==> src/include/shift_move_pkg.sv <==
package shift_move_pkg;

  // Register offsets (byte addresses)
  localparam logic [5:0] OFS_OPCODE = 6'h00;
  localparam logic [5:0] OFS_EXTENSION = 6'h04;
  localparam logic [5:0] OFS_SOURCE = 6'h08;
  localparam logic [5:0] OFS_COUNT_SOURCE = 6'h0C;
  localparam logic [5:0] OFS_CONTROL = 6'h10;
  localparam logic [5:0] OFS_RESULT = 6'h14;
  localparam logic [5:0] OFS_OUTCOME = 6'h18;
  localparam logic [5:0] OFS_STATUS_WORD = 6'h1C;
  localparam logic [5:0] OFS_USER_STACK = 6'h20;
  localparam logic [5:0] OFS_VECTOR_BASE = 6'h24;
  localparam logic [5:0] OFS_SOURCE_FC = 6'h28;
  localparam logic [5:0] OFS_DEST_FC = 6'h2C;

  localparam int CTRL_START_BIT = 0;
  localparam int CTRL_DONE_BIT = 1;

  // Status word layout
  localparam logic [15:0] SW_IMPL_MASK = 16'hE71F;
  localparam logic [15:0] SW_RESET_VALUE = 16'h2700;
  localparam int SW_SUPER_BIT = 13;
  localparam int FLAG_C = 0;
  localparam int FLAG_V = 1;
  localparam int FLAG_Z = 2;
  localparam int FLAG_N = 3;
  localparam int FLAG_X = 4;
  localparam logic [4:0] FLAG_BYTE_MASK = 5'h1F;

  // Opcode field positions and patterns
  localparam int OP_DIR_BIT = 8;
  localparam int OP_IR_BIT = 5;
  localparam int OP_STACK_DIR_BIT = 3;
  localparam int OP_CTRL_DIR_BIT = 0;
  localparam int EXT_KIND_BIT = 15;
  localparam logic [3:0] OPC_SHIFT_GROUP = 4'hE;
  localparam logic [2:0] SHIFT_MEM_LOGICAL = 3'h1;
  localparam logic [1:0] SHIFT_REG_LOGICAL = 2'h1;
  localparam logic [1:0] SIZE_FIELD_MEMORY = 2'h3;
  localparam logic [9:0] OPC_FROM_STATUS = 10'h103;
  localparam logic [9:0] OPC_FROM_FLAGS = 10'h10B;
  localparam logic [9:0] OPC_TO_FLAGS = 10'h113;
  localparam logic [9:0] OPC_TO_STATUS = 10'h11B;
  localparam logic [11:0] OPC_USER_STACK = 12'h4E6;
  localparam logic [14:0] OPC_CTRL_XFER = 15'h273D;

  localparam logic [2:0] MODE_DATA_REG = 3'h0;
  localparam logic [2:0] MODE_ADDR_REG = 3'h1;
  localparam logic [2:0] MODE_SPECIAL = 3'h7;
  localparam logic [2:0] SPECIAL_LAST_ALT = 3'h1;
  localparam logic [2:0] SPECIAL_LAST_ANY = 3'h4;

  localparam logic [5:0] SHIFT_IMM_ZERO_COUNT = 6'h08;
  localparam logic [5:0] SHIFT_MEM_COUNT = 6'h01;

  // Control register selects
  localparam logic [11:0] CSEL_SOURCE_FC = 12'h000;
  localparam logic [11:0] CSEL_DEST_FC = 12'h001;
  localparam logic [11:0] CSEL_USER_STACK = 12'h800;
  localparam logic [11:0] CSEL_VECTOR_BASE = 12'h801;

  typedef enum logic [1:0] {SZ_NONE, SZ_BYTE, SZ_WORD, SZ_LONG} op_size_t;
  typedef enum logic [1:0] {OUT_OK, OUT_ILLEGAL, OUT_PRIVILEGE} outcome_code_t;
  typedef enum logic [1:0] {DST_NONE, DST_DATA_REG, DST_ADDR_REG, DST_MEMORY} dest_kind_t;
  typedef enum logic [1:0] {EA_ALL, EA_DATA, EA_DATA_ALT, EA_MEM_ALT} ea_class_t;

  typedef struct packed {
    outcome_code_t code;
    dest_kind_t kind;
    logic [2:0] reg_num;
    op_size_t size;
    logic [5:0] ea;
  } outcome_t;

endpackage

==> src/verilog/shift_move_execute.sv <==
`timescale 1ns/10ps
module shift_move_execute (
  input wire logic sys_clk,
  input wire logic reset_n,
  input wire logic [5:0] avs_address,
  input wire logic avs_read,
  input wire logic avs_write,
  input wire logic [31:0] avs_writedata,
  input wire logic [3:0] avs_byteenable,
  output logic [31:0] avs_readdata,
  output logic avs_waitrequest
);
  import shift_move_pkg::*;

  typedef enum {ST_IDLE, ST_SHIFT, ST_FINISH} exec_state_t;

  function automatic logic ea_allowed(input logic [5:0] ea, input ea_class_t cls);
    logic [2:0] mode;
    logic [2:0] rnum;
    mode = ea[5:3];
    rnum = ea[2:0];
    case (mode)
      MODE_DATA_REG: return cls != EA_MEM_ALT;
      MODE_ADDR_REG: return cls == EA_ALL;
      MODE_SPECIAL: begin
        if (cls == EA_DATA_ALT || cls == EA_MEM_ALT) begin
          return rnum <= SPECIAL_LAST_ALT;
        end
        return rnum <= SPECIAL_LAST_ANY;
      end
      default: return 1'b1;
    endcase
  endfunction

  function automatic op_size_t move_size(input logic [1:0] f);
    case (f)
      2'h1: return SZ_BYTE;
      2'h3: return SZ_WORD;
      2'h2: return SZ_LONG;
      default: return SZ_NONE;
    endcase
  endfunction

  function automatic op_size_t shift_size(input logic [1:0] f);
    case (f)
      2'h0: return SZ_BYTE;
      2'h1: return SZ_WORD;
      2'h2: return SZ_LONG;
      default: return SZ_NONE;
    endcase
  endfunction

  function automatic logic [31:0] size_mask(input op_size_t s);
    case (s)
      SZ_BYTE: return 32'h0000_00FF;
      SZ_WORD: return 32'h0000_FFFF;
      default: return 32'hFFFF_FFFF;
    endcase
  endfunction

  function automatic logic [4:0] msb_index(input op_size_t s);
    case (s)
      SZ_BYTE: return 5'h07;
      SZ_WORD: return 5'h0F;
      default: return 5'h1F;
    endcase
  endfunction

  function automatic logic [15:0] logic_flags(input logic [15:0] sw, input logic [31:0] v,
                                              input op_size_t s, input logic x_load,
                                              input logic c_val);
    logic [15:0] r;
    r = sw;
    r[FLAG_N] = v[msb_index(s)];
    r[FLAG_Z] = (v & size_mask(s)) == 32'h0000_0000;
    r[FLAG_V] = 1'b0;
    r[FLAG_C] = c_val;
    if (x_load) begin
      r[FLAG_X] = c_val;
    end
    return r;
  endfunction

  function automatic logic [31:0] be_merge(input logic [31:0] old_v, input logic [31:0] new_v,
                                           input logic [3:0] be);
    logic [31:0] r;
    r = old_v;
    for (int i = 0; i < 4; i++) begin
      if (be[i]) begin
        r[8*i +: 8] = new_v[8*i +: 8];
      end
    end
    return r;
  endfunction

  logic [15:0] opcode_reg;
  logic [15:0] ext_reg;
  logic [31:0] source_reg;
  logic [31:0] count_source_reg;
  logic [15:0] status_word_reg;
  logic [31:0] user_stack_reg;
  logic [31:0] vector_base_reg;
  logic [2:0] source_fc_reg;
  logic [2:0] dest_fc_reg;
  logic [31:0] result_reg;
  outcome_t outcome_reg;
  logic done_reg;
  exec_state_t state_reg;
  logic [31:0] work_reg;
  logic [5:0] shift_cnt_reg;
  logic last_out_reg;
  logic count_zero_reg;
  logic shift_left_reg;
  op_size_t shift_size_reg;
  logic ack_reg;
  logic [31:0] readdata_reg;

  logic bus_req;
  logic bus_write;
  logic start;
  logic supervisor;

  // Decoder results and execute-stage status word write
  outcome_t dec_out;
  logic [31:0] dec_result;
  logic dec_shift;
  logic dec_left;
  logic [5:0] dec_count;
  logic dec_sw_we;
  logic [15:0] dec_sw_value;
  logic dec_stack_we;
  logic dec_ctrl_we;
  logic exec_sw_we;
  logic [15:0] exec_sw_value;

  // Each access is answered on its second edge; the first loads read data
  assign bus_req = avs_read | avs_write;
  assign avs_waitrequest = bus_req & ~ack_reg;
  assign bus_write = avs_write & ack_reg;
  assign avs_readdata = readdata_reg;
  assign supervisor = status_word_reg[SW_SUPER_BIT];
  assign start = bus_write && avs_address == OFS_CONTROL && avs_byteenable[0] &&
                 avs_writedata[CTRL_START_BIT] && state_reg == ST_IDLE;

  always_ff @(posedge sys_clk or negedge reset_n) begin
    if (!reset_n) begin
      ack_reg <= 1'b0;
    end else begin
      ack_reg <= bus_req & ~ack_reg;
    end
  end

  always_ff @(posedge sys_clk or negedge reset_n) begin
    if (!reset_n) begin
      readdata_reg <= 32'h0000_0000;
    end else if (avs_read && !ack_reg) begin
      case (avs_address)
        OFS_OPCODE: readdata_reg <= {16'h0000, opcode_reg};
        OFS_EXTENSION: readdata_reg <= {16'h0000, ext_reg};
        OFS_SOURCE: readdata_reg <= source_reg;
        OFS_COUNT_SOURCE: readdata_reg <= count_source_reg;
        OFS_CONTROL: readdata_reg <= {30'h0000_0000, done_reg, state_reg != ST_IDLE};
        OFS_RESULT: readdata_reg <= result_reg;
        OFS_OUTCOME: readdata_reg <= {17'h0_0000, outcome_reg};
        OFS_STATUS_WORD: readdata_reg <= {16'h0000, status_word_reg};
        OFS_USER_STACK: readdata_reg <= user_stack_reg;
        OFS_VECTOR_BASE: readdata_reg <= vector_base_reg;
        OFS_SOURCE_FC: readdata_reg <= {29'h0000_0000, source_fc_reg};
        OFS_DEST_FC: readdata_reg <= {29'h0000_0000, dest_fc_reg};
        default: readdata_reg <= 32'h0000_0000;
      endcase
    end
  end

  // Operand registers are frozen while an instruction runs
  always_ff @(posedge sys_clk or negedge reset_n) begin
    if (!reset_n) begin
      opcode_reg <= 16'h0000;
      ext_reg <= 16'h0000;
      source_reg <= 32'h0000_0000;
      count_source_reg <= 32'h0000_0000;
    end else if (bus_write && state_reg == ST_IDLE) begin
      case (avs_address)
        OFS_OPCODE: opcode_reg <= 16'(be_merge({16'h0000, opcode_reg}, avs_writedata,
                                               avs_byteenable));
        OFS_EXTENSION: ext_reg <= 16'(be_merge({16'h0000, ext_reg}, avs_writedata,
                                               avs_byteenable));
        OFS_SOURCE: source_reg <= be_merge(source_reg, avs_writedata, avs_byteenable);
        OFS_COUNT_SOURCE: count_source_reg <= be_merge(count_source_reg, avs_writedata,
                                                       avs_byteenable);
        default: ;
      endcase
    end
  end

  always_comb begin
    logic [2:0] dmode;
    logic [5:0] src_ea;
    op_size_t sz;
    dmode = opcode_reg[8:6];
    src_ea = opcode_reg[5:0];
    sz = move_size(opcode_reg[13:12]);
    dec_out.code = OUT_ILLEGAL;
    dec_out.kind = DST_NONE;
    dec_out.reg_num = 3'h0;
    dec_out.size = SZ_NONE;
    dec_out.ea = 6'h00;
    dec_result = 32'h0000_0000;
    dec_shift = 1'b0;
    dec_left = opcode_reg[OP_DIR_BIT];
    dec_count = 6'h00;
    dec_sw_we = 1'b0;
    dec_sw_value = status_word_reg;
    dec_stack_we = 1'b0;
    dec_ctrl_we = 1'b0;
    if (opcode_reg[15:12] == OPC_SHIFT_GROUP) begin
      if (opcode_reg[7:6] == SIZE_FIELD_MEMORY) begin
        if (opcode_reg[11:9] == SHIFT_MEM_LOGICAL && ea_allowed(src_ea, EA_MEM_ALT)) begin
          dec_out.code = OUT_OK;
          dec_out.kind = DST_MEMORY;
          dec_out.ea = src_ea;
          dec_out.size = SZ_WORD;
          dec_count = SHIFT_MEM_COUNT;
          dec_shift = 1'b1;
        end
      end else if (opcode_reg[4:3] == SHIFT_REG_LOGICAL) begin
        dec_out.code = OUT_OK;
        dec_out.kind = DST_DATA_REG;
        dec_out.reg_num = opcode_reg[2:0];
        dec_out.size = shift_size(opcode_reg[7:6]);
        dec_shift = 1'b1;
        if (opcode_reg[OP_IR_BIT]) begin
          dec_count = count_source_reg[5:0];
        end else if (opcode_reg[11:9] == 3'h0) begin
          dec_count = SHIFT_IMM_ZERO_COUNT;
        end else begin
          dec_count = {3'h0, opcode_reg[11:9]};
        end
      end
    end else if (opcode_reg[15:14] == 2'h0 && sz != SZ_NONE) begin
      dec_out.size = sz;
      if (dmode == MODE_ADDR_REG) begin
        if (sz != SZ_BYTE && ea_allowed(src_ea, EA_ALL)) begin
          dec_out.code = OUT_OK;
          dec_out.kind = DST_ADDR_REG;
          dec_out.reg_num = opcode_reg[11:9];
          dec_result = sz == SZ_WORD ? {{16{source_reg[15]}}, source_reg[15:0]} : source_reg;
        end
      end else if (ea_allowed(src_ea, EA_ALL) && ea_allowed({dmode, opcode_reg[11:9]}, EA_DATA_ALT) &&
                   !(sz == SZ_BYTE && src_ea[5:3] == MODE_ADDR_REG)) begin
        dec_out.code = OUT_OK;
        dec_out.kind = dmode == MODE_DATA_REG ? DST_DATA_REG : DST_MEMORY;
        dec_out.reg_num = opcode_reg[11:9];
        dec_out.ea = {dmode, opcode_reg[11:9]};
        dec_result = source_reg & size_mask(sz);
        dec_sw_we = 1'b1;
        dec_sw_value = logic_flags(status_word_reg, source_reg, sz, 1'b0, 1'b0);
      end
    end else if (opcode_reg[15:6] == OPC_FROM_FLAGS || opcode_reg[15:6] == OPC_FROM_STATUS) begin
      if (ea_allowed(src_ea, EA_DATA_ALT)) begin
        dec_out.code = OUT_OK;
        dec_out.kind = src_ea[5:3] == MODE_DATA_REG ? DST_DATA_REG : DST_MEMORY;
        dec_out.reg_num = src_ea[2:0];
        dec_out.ea = src_ea;
        dec_out.size = SZ_WORD;
        if (opcode_reg[15:6] == OPC_FROM_FLAGS) begin
          dec_result = {27'h000_0000, status_word_reg[4:0] & FLAG_BYTE_MASK};
        end else if (supervisor) begin
          dec_result = {16'h0000, status_word_reg & SW_IMPL_MASK};
        end else begin
          dec_out.code = OUT_PRIVILEGE;
        end
      end
    end else if (opcode_reg[15:6] == OPC_TO_FLAGS || opcode_reg[15:6] == OPC_TO_STATUS) begin
      if (ea_allowed(src_ea, EA_DATA)) begin
        dec_out.code = OUT_OK;
        dec_out.size = SZ_WORD;
        if (opcode_reg[15:6] == OPC_TO_FLAGS) begin
          dec_sw_we = 1'b1;
          dec_sw_value = {status_word_reg[15:5], source_reg[4:0]};
        end else if (supervisor) begin
          dec_sw_we = 1'b1;
          dec_sw_value = source_reg[15:0] & SW_IMPL_MASK;
        end else begin
          dec_out.code = OUT_PRIVILEGE;
        end
      end
    end else if (opcode_reg[15:4] == OPC_USER_STACK) begin
      if (!supervisor) begin
        dec_out.code = OUT_PRIVILEGE;
      end else begin
        dec_out.code = OUT_OK;
        dec_out.size = SZ_LONG;
        if (opcode_reg[OP_STACK_DIR_BIT]) begin
          dec_out.kind = DST_ADDR_REG;
          dec_out.reg_num = opcode_reg[2:0];
          dec_result = user_stack_reg;
        end else begin
          dec_stack_we = 1'b1;
        end
      end
    end else if (opcode_reg[15:1] == OPC_CTRL_XFER) begin
      if (!supervisor) begin
        dec_out.code = OUT_PRIVILEGE;
      end else if (ext_reg[11:0] == CSEL_SOURCE_FC || ext_reg[11:0] == CSEL_DEST_FC ||
                   ext_reg[11:0] == CSEL_USER_STACK || ext_reg[11:0] == CSEL_VECTOR_BASE) begin
        dec_out.code = OUT_OK;
        dec_out.size = SZ_LONG;
        if (opcode_reg[OP_CTRL_DIR_BIT]) begin
          dec_ctrl_we = 1'b1;
        end else begin
          dec_out.kind = ext_reg[EXT_KIND_BIT] ? DST_ADDR_REG : DST_DATA_REG;
          dec_out.reg_num = ext_reg[14:12];
          case (ext_reg[11:0])
            CSEL_SOURCE_FC: dec_result = {29'h0000_0000, source_fc_reg};
            CSEL_DEST_FC: dec_result = {29'h0000_0000, dest_fc_reg};
            CSEL_USER_STACK: dec_result = user_stack_reg;
            default: dec_result = vector_base_reg;
          endcase
        end
      end
    end
    if (dec_out.code != OUT_OK) begin
      dec_shift = 1'b0;
      dec_sw_we = 1'b0;
      dec_stack_we = 1'b0;
      dec_ctrl_we = 1'b0;
    end
  end

  always_ff @(posedge sys_clk or negedge reset_n) begin
    if (!reset_n) begin
      state_reg <= ST_IDLE;
    end else begin
      case (state_reg)
        ST_IDLE: state_reg <= start && dec_shift ? ST_SHIFT : ST_IDLE;
        ST_SHIFT: state_reg <= shift_cnt_reg == 6'h00 ? ST_FINISH : ST_SHIFT;
        ST_FINISH: state_reg <= ST_IDLE;
        default: state_reg <= ST_IDLE;
      endcase
    end
  end

  // One bit per cycle keeps the shifter small; a count of 63 costs 65 cycles
  always_ff @(posedge sys_clk or negedge reset_n) begin
    if (!reset_n) begin
      work_reg <= 32'h0000_0000;
      shift_cnt_reg <= 6'h00;
      last_out_reg <= 1'b0;
      count_zero_reg <= 1'b0;
      shift_left_reg <= 1'b0;
      shift_size_reg <= SZ_NONE;
    end else if (state_reg == ST_IDLE && start) begin
      work_reg <= source_reg & size_mask(dec_out.size);
      shift_cnt_reg <= dec_count;
      last_out_reg <= 1'b0;
      count_zero_reg <= dec_count == 6'h00;
      shift_left_reg <= dec_left;
      shift_size_reg <= dec_out.size;
    end else if (state_reg == ST_SHIFT && shift_cnt_reg != 6'h00) begin
      shift_cnt_reg <= shift_cnt_reg - 6'h01;
      if (shift_left_reg) begin
        last_out_reg <= work_reg[msb_index(shift_size_reg)];
        work_reg <= {work_reg[30:0], 1'b0} & size_mask(shift_size_reg);
      end else begin
        last_out_reg <= work_reg[0];
        work_reg <= {1'b0, work_reg[31:1]};
      end
    end
  end

  always_comb begin
    exec_sw_we = 1'b0;
    exec_sw_value = status_word_reg;
    if (state_reg == ST_IDLE && start && dec_sw_we) begin
      exec_sw_we = 1'b1;
      exec_sw_value = dec_sw_value;
    end else if (state_reg == ST_FINISH) begin
      exec_sw_we = 1'b1;
      exec_sw_value = logic_flags(status_word_reg, work_reg, shift_size_reg, !count_zero_reg,
                                  last_out_reg & !count_zero_reg);
    end
  end

  always_ff @(posedge sys_clk or negedge reset_n) begin
    if (!reset_n) begin
      status_word_reg <= SW_RESET_VALUE;
    end else if (exec_sw_we) begin
      status_word_reg <= exec_sw_value;
    end else if (bus_write && state_reg == ST_IDLE && avs_address == OFS_STATUS_WORD) begin
      status_word_reg <= 16'(be_merge({16'h0000, status_word_reg}, avs_writedata,
                                      avs_byteenable)) & SW_IMPL_MASK;
    end
  end

  always_ff @(posedge sys_clk or negedge reset_n) begin
    if (!reset_n) begin
      user_stack_reg <= 32'h0000_0000;
      vector_base_reg <= 32'h0000_0000;
      source_fc_reg <= 3'h0;
      dest_fc_reg <= 3'h0;
    end else if (start && (dec_stack_we || dec_ctrl_we)) begin
      if (dec_stack_we || ext_reg[11:0] == CSEL_USER_STACK) begin
        user_stack_reg <= source_reg;
      end else if (ext_reg[11:0] == CSEL_VECTOR_BASE) begin
        vector_base_reg <= source_reg;
      end else if (ext_reg[11:0] == CSEL_SOURCE_FC) begin
        source_fc_reg <= source_reg[2:0];
      end else begin
        dest_fc_reg <= source_reg[2:0];
      end
    end else if (bus_write && state_reg == ST_IDLE) begin
      case (avs_address)
        OFS_USER_STACK: user_stack_reg <= be_merge(user_stack_reg, avs_writedata,
                                                   avs_byteenable);
        OFS_VECTOR_BASE: vector_base_reg <= be_merge(vector_base_reg, avs_writedata,
                                                     avs_byteenable);
        OFS_SOURCE_FC: source_fc_reg <= avs_byteenable[0] ? avs_writedata[2:0] : source_fc_reg;
        OFS_DEST_FC: dest_fc_reg <= avs_byteenable[0] ? avs_writedata[2:0] : dest_fc_reg;
        default: ;
      endcase
    end
  end

  always_ff @(posedge sys_clk or negedge reset_n) begin
    if (!reset_n) begin
      result_reg <= 32'h0000_0000;
      outcome_reg <= '0;
    end else if (start) begin
      result_reg <= dec_result;
      outcome_reg <= dec_out;
    end else if (state_reg == ST_FINISH) begin
      result_reg <= work_reg;
    end
  end

  // Completion beats a software clear in the same cycle
  always_ff @(posedge sys_clk or negedge reset_n) begin
    if (!reset_n) begin
      done_reg <= 1'b0;
    end else if ((start && !dec_shift) || state_reg == ST_FINISH) begin
      done_reg <= 1'b1;
    end else if (start) begin
      done_reg <= 1'b0;
    end else if (bus_write && avs_address == OFS_CONTROL && avs_byteenable[0] &&
                 avs_writedata[CTRL_DONE_BIT]) begin
      done_reg <= 1'b0;
    end
  end

endmodule

==> config.mk <==
export PLATFORM = sky130hd
export DESIGN_NAME = shift_move_execute
export DESIGN_NICKNAME = d
export VERILOG_FILES = /design/src/include/shift_move_pkg.sv /design/src/verilog/shift_move_execute.sv
export SDC_FILE = /design/constraint.sdc
export NUM_CORES = 1
export LEC_CHECK = 0
export BUFFER_PORTS_ARGS = -buffer_cell sky130_fd_sc_hd__buf_2
export CAP_MARGIN = 20
export CORE_ASPECT_RATIO = 0.7
export CORE_MARGIN = 10
export CORE_UTILIZATION = 35
export CTS_BUF_LIST = sky130_fd_sc_hd__clkbuf_4
export DETAILED_ROUTE_END_ITERATION = 12
export PLACE_DENSITY = 0.47
export SYNTH_ARGS = -nofsm -noshare
export SYNTH_HDL_FRONTEND = slang
export SYNTH_SLANG_ARGS = --single-unit
==> constraint.sdc <==
create_clock -name sys_clk -period 3.3 [get_ports sys_clk]
set_clock_uncertainty 0.05 [all_clocks]
set_input_delay 0.825 -clock sys_clk [delete_from_list [all_inputs] [get_ports sys_clk]]
set_output_delay 0.825 -clock sys_clk [all_outputs]
set_load 0.05 [all_outputs]
### After elaboration in Yosys (flattened, before gate mapping)

Cells that the tools add are included.

| operators by class | value |
|---|---|
| add/subtract/negate cells | 1 |
| multiply operators | 0 |
| div/mod/pow operators | 0 |
| magnitude comparators | 7 |
| equality and inequality tests | 71 |
| shift operators | 0 |
| mux-type cells | 223 |
| bitwise gates (word level) | 9 |
| reduce and logical (&&, ||, !) cells | 92 |

Operators by type and width:

| cell | count |
|---|---|
| 32-bit two-way mux | 41 |
| 32-bit case mux with 12 select lines | 1 |
| 32-bit case mux with 2 select lines | 3 |
| 16-bit two-way mux | 11 |
| 32-bit bitwise AND | 4 |
| 32-bit logical NOT | 4 |
| 32-bit case mux with 3 select lines | 1 |
| 1-bit two-way mux | 80 |
| 6-bit two-way mux | 12 |
| 5-bit two-way mux | 14 |
| 8-bit two-way mux | 8 |
| 15-bit two-way mux | 3 |
| 3-bit two-way mux | 15 |
| 10-bit by 9-bit == test with 1-bit output, second input constant | 4 |
| 3-bit AND reduction | 12 |
| 32-bit by 1-bit == test with 1-bit output, second input constant | 1 |
| 32-bit by 2-bit == test with 1-bit output, second input constant | 1 |
| 32-bit by 3-bit == test with 1-bit output, second input constant | 1 |
| 2-bit nonzero test | 16 |
| 32-bit nonzero test | 1 |
| 10-bit AND reduction | 3 |
| 9-bit two-way mux | 3 |
| 2-bit two-way mux | 13 |
| 12-bit == test, second input constant | 2 |
| other kinds (47) | 149 |

| storage, ports and cells | value |
|---|---|
| bits in registers | 338 |
| bits in latches | 0 |
| bits in writable memories | 0 |
| bits in read-only memories | 0 |
| input port bits | 46 |
| output and inout port bits | 33 |
| word-level logic and storage cells | 446 |
| memories | 0 |

### Depth between registers and ports, before layout

| depth | value |
|---|---|
| word-level depth | 26 |
| depth in mapped cells | 13 |
| mapped depth without buffers | 11 |

### Least setup slack after synthesis

No wires, ideal clock.

| path | value |
|---|---|
| path kind | input-to-reg |
| start | input avs_address[1] |
| end | register user_stack_reg[0] |
| arrival | 2.899 ns |
| setup slack | 0.271 ns |
| stages on the path | 7 |
| buffers on the path | 1 |
| cells stage by stage | or4b_2 -> nor3_1 -> nand3_1 -> o32a_1 -> buf_2 -> a21boi_2 -> a2bb2oi_1 |

| between the ends | value |
|---|---|
| longest elaborated chain between the ends | 8 |
| elaborated cells between the ends (all ways) | 13 |
| those cells by class | eq/ne: 3; mux: 1; reduce/logical: 9 |

RTL lines:

| item | line | source |
|---|---|---|
| start: declaration | shift_move_execute.sv:5 | `input wire logic [5:0] avs_address,` |
| 6-bit by 5-bit == test with 1-bit output | shift_move_execute.sv:142 | `assign start = bus_write && avs_address == OFS_CONTROL && avs_byteenable[0] &&` |
| 1-bit logical AND (3 in series) | shift_move_execute.sv:142 |  |
| 1-bit logical AND | shift_move_execute.sv:143 | `avs_writedata[CTRL_START_BIT] && state_reg == ST_IDLE;` |
| 1-bit logical AND | shift_move_execute.sv:402 | `end else if (start && (dec_stack_we \|\| dec_ctrl_we)) begin` |
| 2-bit by 1-bit != test with 1-bit output (no source line) / 2-bit nonzero test (equally long branches) | n/a |  |
| 4-bit AND reduction (no source line) | n/a |  |
| end signal: assignment | shift_move_execute.sv:404 | `user_stack_reg <= source_reg;` |
| end signal: assignment | shift_move_execute.sv:414 | `OFS_USER_STACK: user_stack_reg <= be_merge(user_stack_reg, avs_writedata,` |
| end: declaration | shift_move_execute.sv:101 | `logic [31:0] user_stack_reg;` |

Several ways; a longest one is shown, not always the timed one.
A chain may end at the register's enable or synchronous reset.

### Worst setup path after layout

| path | value |
|---|---|
| start | register opcode_reg[13] |
| end | register result_reg[17] |

| between the ends | value |
|---|---|
| longest elaborated chain between the ends | 14 |
| elaborated cells between the ends (all ways) | 39 |
| those cells by class | eq/ne: 13; mux: 17; bitwise: 1; reduce/logical: 8 |

RTL lines:

| item | line | source |
|---|---|---|
| start: declaration | shift_move_execute.sv:96 | `logic [15:0] opcode_reg;` |
| start signal: assignment | shift_move_execute.sv:184 | `OFS_OPCODE: opcode_reg <= 16'(be_merge({16'h0000, opcode_reg}, avs_writedata,` |
| 2-bit == test / 2-bit by 1-bit == test with 1-bit output (equally long branches) | shift_move_execute.sv:36 | `case (f)` |
| 2-bit case mux with 3 select lines | shift_move_execute.sv:36 |  |
| 2-bit == test / 2-bit by 1-bit == test with 1-bit output (equally long branches) | shift_move_execute.sv:54, shift_move_execute.sv:247, shift_move_execute.sv:250 |  |
| 32-bit case mux with 2 select lines | shift_move_execute.sv:54 | `case (s)` |
| 32-bit two-way mux | shift_move_execute.sv:249 | `end else if (ea_allowed(src_ea, EA_ALL) && ea_allowed({dmode, opcode_reg[11:9]}, EA_DATA_ALT) &&` |
| 32-bit two-way mux | shift_move_execute.sv:242 | `if (dmode == MODE_ADDR_REG) begin` |
| 32-bit two-way mux | shift_move_execute.sv:240 | `end else if (opcode_reg[15:14] == 2'h0 && sz != SZ_NONE) begin` |
| 32-bit two-way mux | shift_move_execute.sv:216 | `if (opcode_reg[15:12] == OPC_SHIFT_GROUP) begin` |
| 32-bit bitwise AND | shift_move_execute.sv:255 | `dec_result = source_reg & size_mask(sz);` |
| 32-bit two-way mux | shift_move_execute.sv:249 |  |
| 32-bit two-way mux | shift_move_execute.sv:242 |  |
| 32-bit two-way mux | shift_move_execute.sv:240 |  |
| 32-bit two-way mux (*) | shift_move_execute.sv:216 |  |
| 32-bit two-way mux (*) | shift_move_execute.sv:429 | `end else if (start) begin` |
| end signal: assignment | shift_move_execute.sv:430 | `result_reg <= dec_result;` |
| end signal: assignment | shift_move_execute.sv:433 | `result_reg <= work_reg;` |
| end: declaration | shift_move_execute.sv:105 | `logic [31:0] result_reg;` |

Every way passes the cells marked *; elsewhere a longest branch is shown, timed or not. The select of a mux whose other input is x is not followed.

==> out/metrics.cfg <==
[floorplanning]
core-area_um2=47900
die_area_um2=57700
die_x_um=283
num_rows=67
io_pins=79
fp.dieH_um=204
initial_core_util=0.354

[clock_network]
cts-root-buf=clkbuf_4
clk_path_buf_depth=3
htree_levels=3
cts_buffers=85
cts_tree=yes
cts_num_sinks=301
clock_latency_ps=860
clk_pin_slew_ps=70

[synthesis]
ys_types=83
synth_area_um2=16900
synth.area.top_cells=dfrtp_1 (44%), mux2_2 (9.4%), a22oi_1 (3.5%)
synth_edf_count=0
yosysTopAreaCellShare=0.439
yosysSeqAreaShare=0.445
ys_ff_latch=301
synthArstFlopShare=1.00
synth_nets=1740
syn_area_per_cell_um2=10.1
syn-instance-count=1680
ys.flop_type=dfrtp_1
yosysWarnings=0
synth_area_leader_cell=dfrtp_1

[cells_and_area]
layout_common_cells=dfrtp_1 (297), buf_4 (167), mux2_2 (142)
final_cell_area_um2=20300
fillers=4769
nets=1950
multiInputGateArea_um2=8800
syn2layout_area_growth_pct=20.1
final_common_cell=dfrtp_1
drive_above_1_share=0.299
regArea_um2=7540

[sta]
fin_crit_sh=0.976
min_period_ps=3220
tightest_slew_ps=918
maxSlewHeadroom=0.384
timing.fmax_mhz=310
grt_setup_unrepaired=false
layout_setup_ws_ps=79.0
hold_violations=0
finalSetupViolCount=0
slew_violations=0

[detailed_routing]
first_pass_iters=9
vias=16500
drc_errors=0
ant_nets=0
wl_per_cell_um=30.8
vias_per_cell=6.32
routed_wirelength_um=80600
first_iter_violations=2318

[setup_path]
cp-end-kind=register
start_kind=register
required_ps=3900
path_class=register to register
cp_data_arrival_time_ps=3820
crit_path_max_fanout=24

[placement]
gp_congestion=0.976
io_buffers=78
dp_slack_ps=-88.4
dp_hpwl_um=59400
place_area_um2=19200

[pwr]
powerDensity_nw_per_um2=409
pwr-share-clk=0.440
peakVddDrop_v=0.000224
swShare=0.298
power.leakage_nw=9.53
combPwrFrac=0.090
p_seq_frac=0.470
internal_power_mw=5.84
switchingPower_mw=2.48

[global_routing]
grt_util_all_layers=0.271
grt_max_degree=70
grt_pass1_vias=15700
grt-ovfl-total=0
antenna_found_initial=3
grt_pass1_wl_um=116000

[run_status]
outcome=complete, no violations

[worst_hold_path]
worst_hold_path_type=input port to register

[job]
cap_violations=0

[what timing repair did]
item | CTS | global route
endpoints found under the setup margin | 0 | 7
hold buffers | 1 | 0
buffers inserted | 0 | 0
resized for setup | 0 | 1
endpoints found under the hold margin | 62 | 0
[metrics by stage]
step	setup TNS, ps	util	total power, mW	cells	hold WS [ps]
3_5_place_dp	-1710	0.402	4.70	2457	411
3_3_place_gp	-855	0.402	4.71	2457	407
6_report	0	0.425	8.32	2617	201
5_1_grt	0	0.425	8.66	2617	155
2_1_floorplan	0	-	4.27	1680	392
4_1_cts	0	0.425	8.39	2615	127
[final cells by class]
class | instances | area share
flip-flops and latches | 301 | 0.370
diodes | 2 | 0.000246
well taps | 655 | 0.0403
clock buffers | 115 | 0.0424
clock inverters | 42 | 0.0116
inverters | 22 | 0.00406
repair buffers | 263 | 0.0985
multi-input cells | 1217 | 0.432
[critical path, stage by stage (launching register included)]
cell and delay (ps):
dfrtp_1 380, inv_1 150, ha_1 240, nand4b_1 300, or3_1 470, buf_4 190, and2_1 180, buf_12 180
a22o_1 250, a221oi_1 460, a21oi_1 140
[layer usage]
layer / wire length, um / global-route usage
met1: 38600 / 0.413
met2: 28800 / 0.327
met3: 11700 / 0.130
met4: 1450 / 0.0608
met5: 0 / 0
[cells in the mapped netlist, types with 25 or more instances]
master	count
a21o_1	32
a21oi_1	86
a221oi_1	27
a222oi_1	25
a22o_1	47
a22oi_1	78
a31oi_1	27
a32oi_1	29
and3_1	25
clkbuf_1	114
dfrtp_1	297
mux2_2	142
nand2_1	121
nand3_1	36
nor2_1	93
nor3_1	25
nor4_1	26
o21ai_0	115
o2bb2ai_1	36
[power by group through the flow]
stage	logic (mW)	clock network (mW)	registers, mW
2_1_floorplan	0.363	0	3.91
3_3_place_gp	0.729	0	3.98
3_5_place_dp	0.729	0	3.97
4_1_cts	0.733	3.75	3.90
5_1_grt	0.799	3.94	3.92
6_report	0.748	3.66	3.91
[cells by family (layout without fill, tap and decap cells)]
logic type,count (synthesis),in the layout,synth area share
flops,301,301,0.445
fa+ha+maj,14,14,0.0103
xor+xnor,1,1,0.000517
compound gates,615,615,0.262
mux,177,177,0.119
other cells,0,2,0
buf+inv,162,442,0.0393
simple gates,410,410,0.123
[path summary, 6_finish.rpt]
| kind | startpoint | to | slack [ps] | depth (start not counted) |
|---|---|---|---|---|
| max | opcode_reg[13] | result_reg[17] | 80 | 10 |
| min | avs_read | ack_reg | 200 | 3 |
| max reg2reg | opcode_reg[13] | result_reg[17] | 80 | 10 |
| min reg2reg | avs_readdata[25] | avs_readdata[25] | 420 | 1 |
| max in group asynchronous | reset_n | status_word_reg[8] | 1710 | 3 |
| min in group asynchronous | reset_n | shift_cnt_reg[1] | 530 | 2 |
Power figures use the tool's default switching activity.
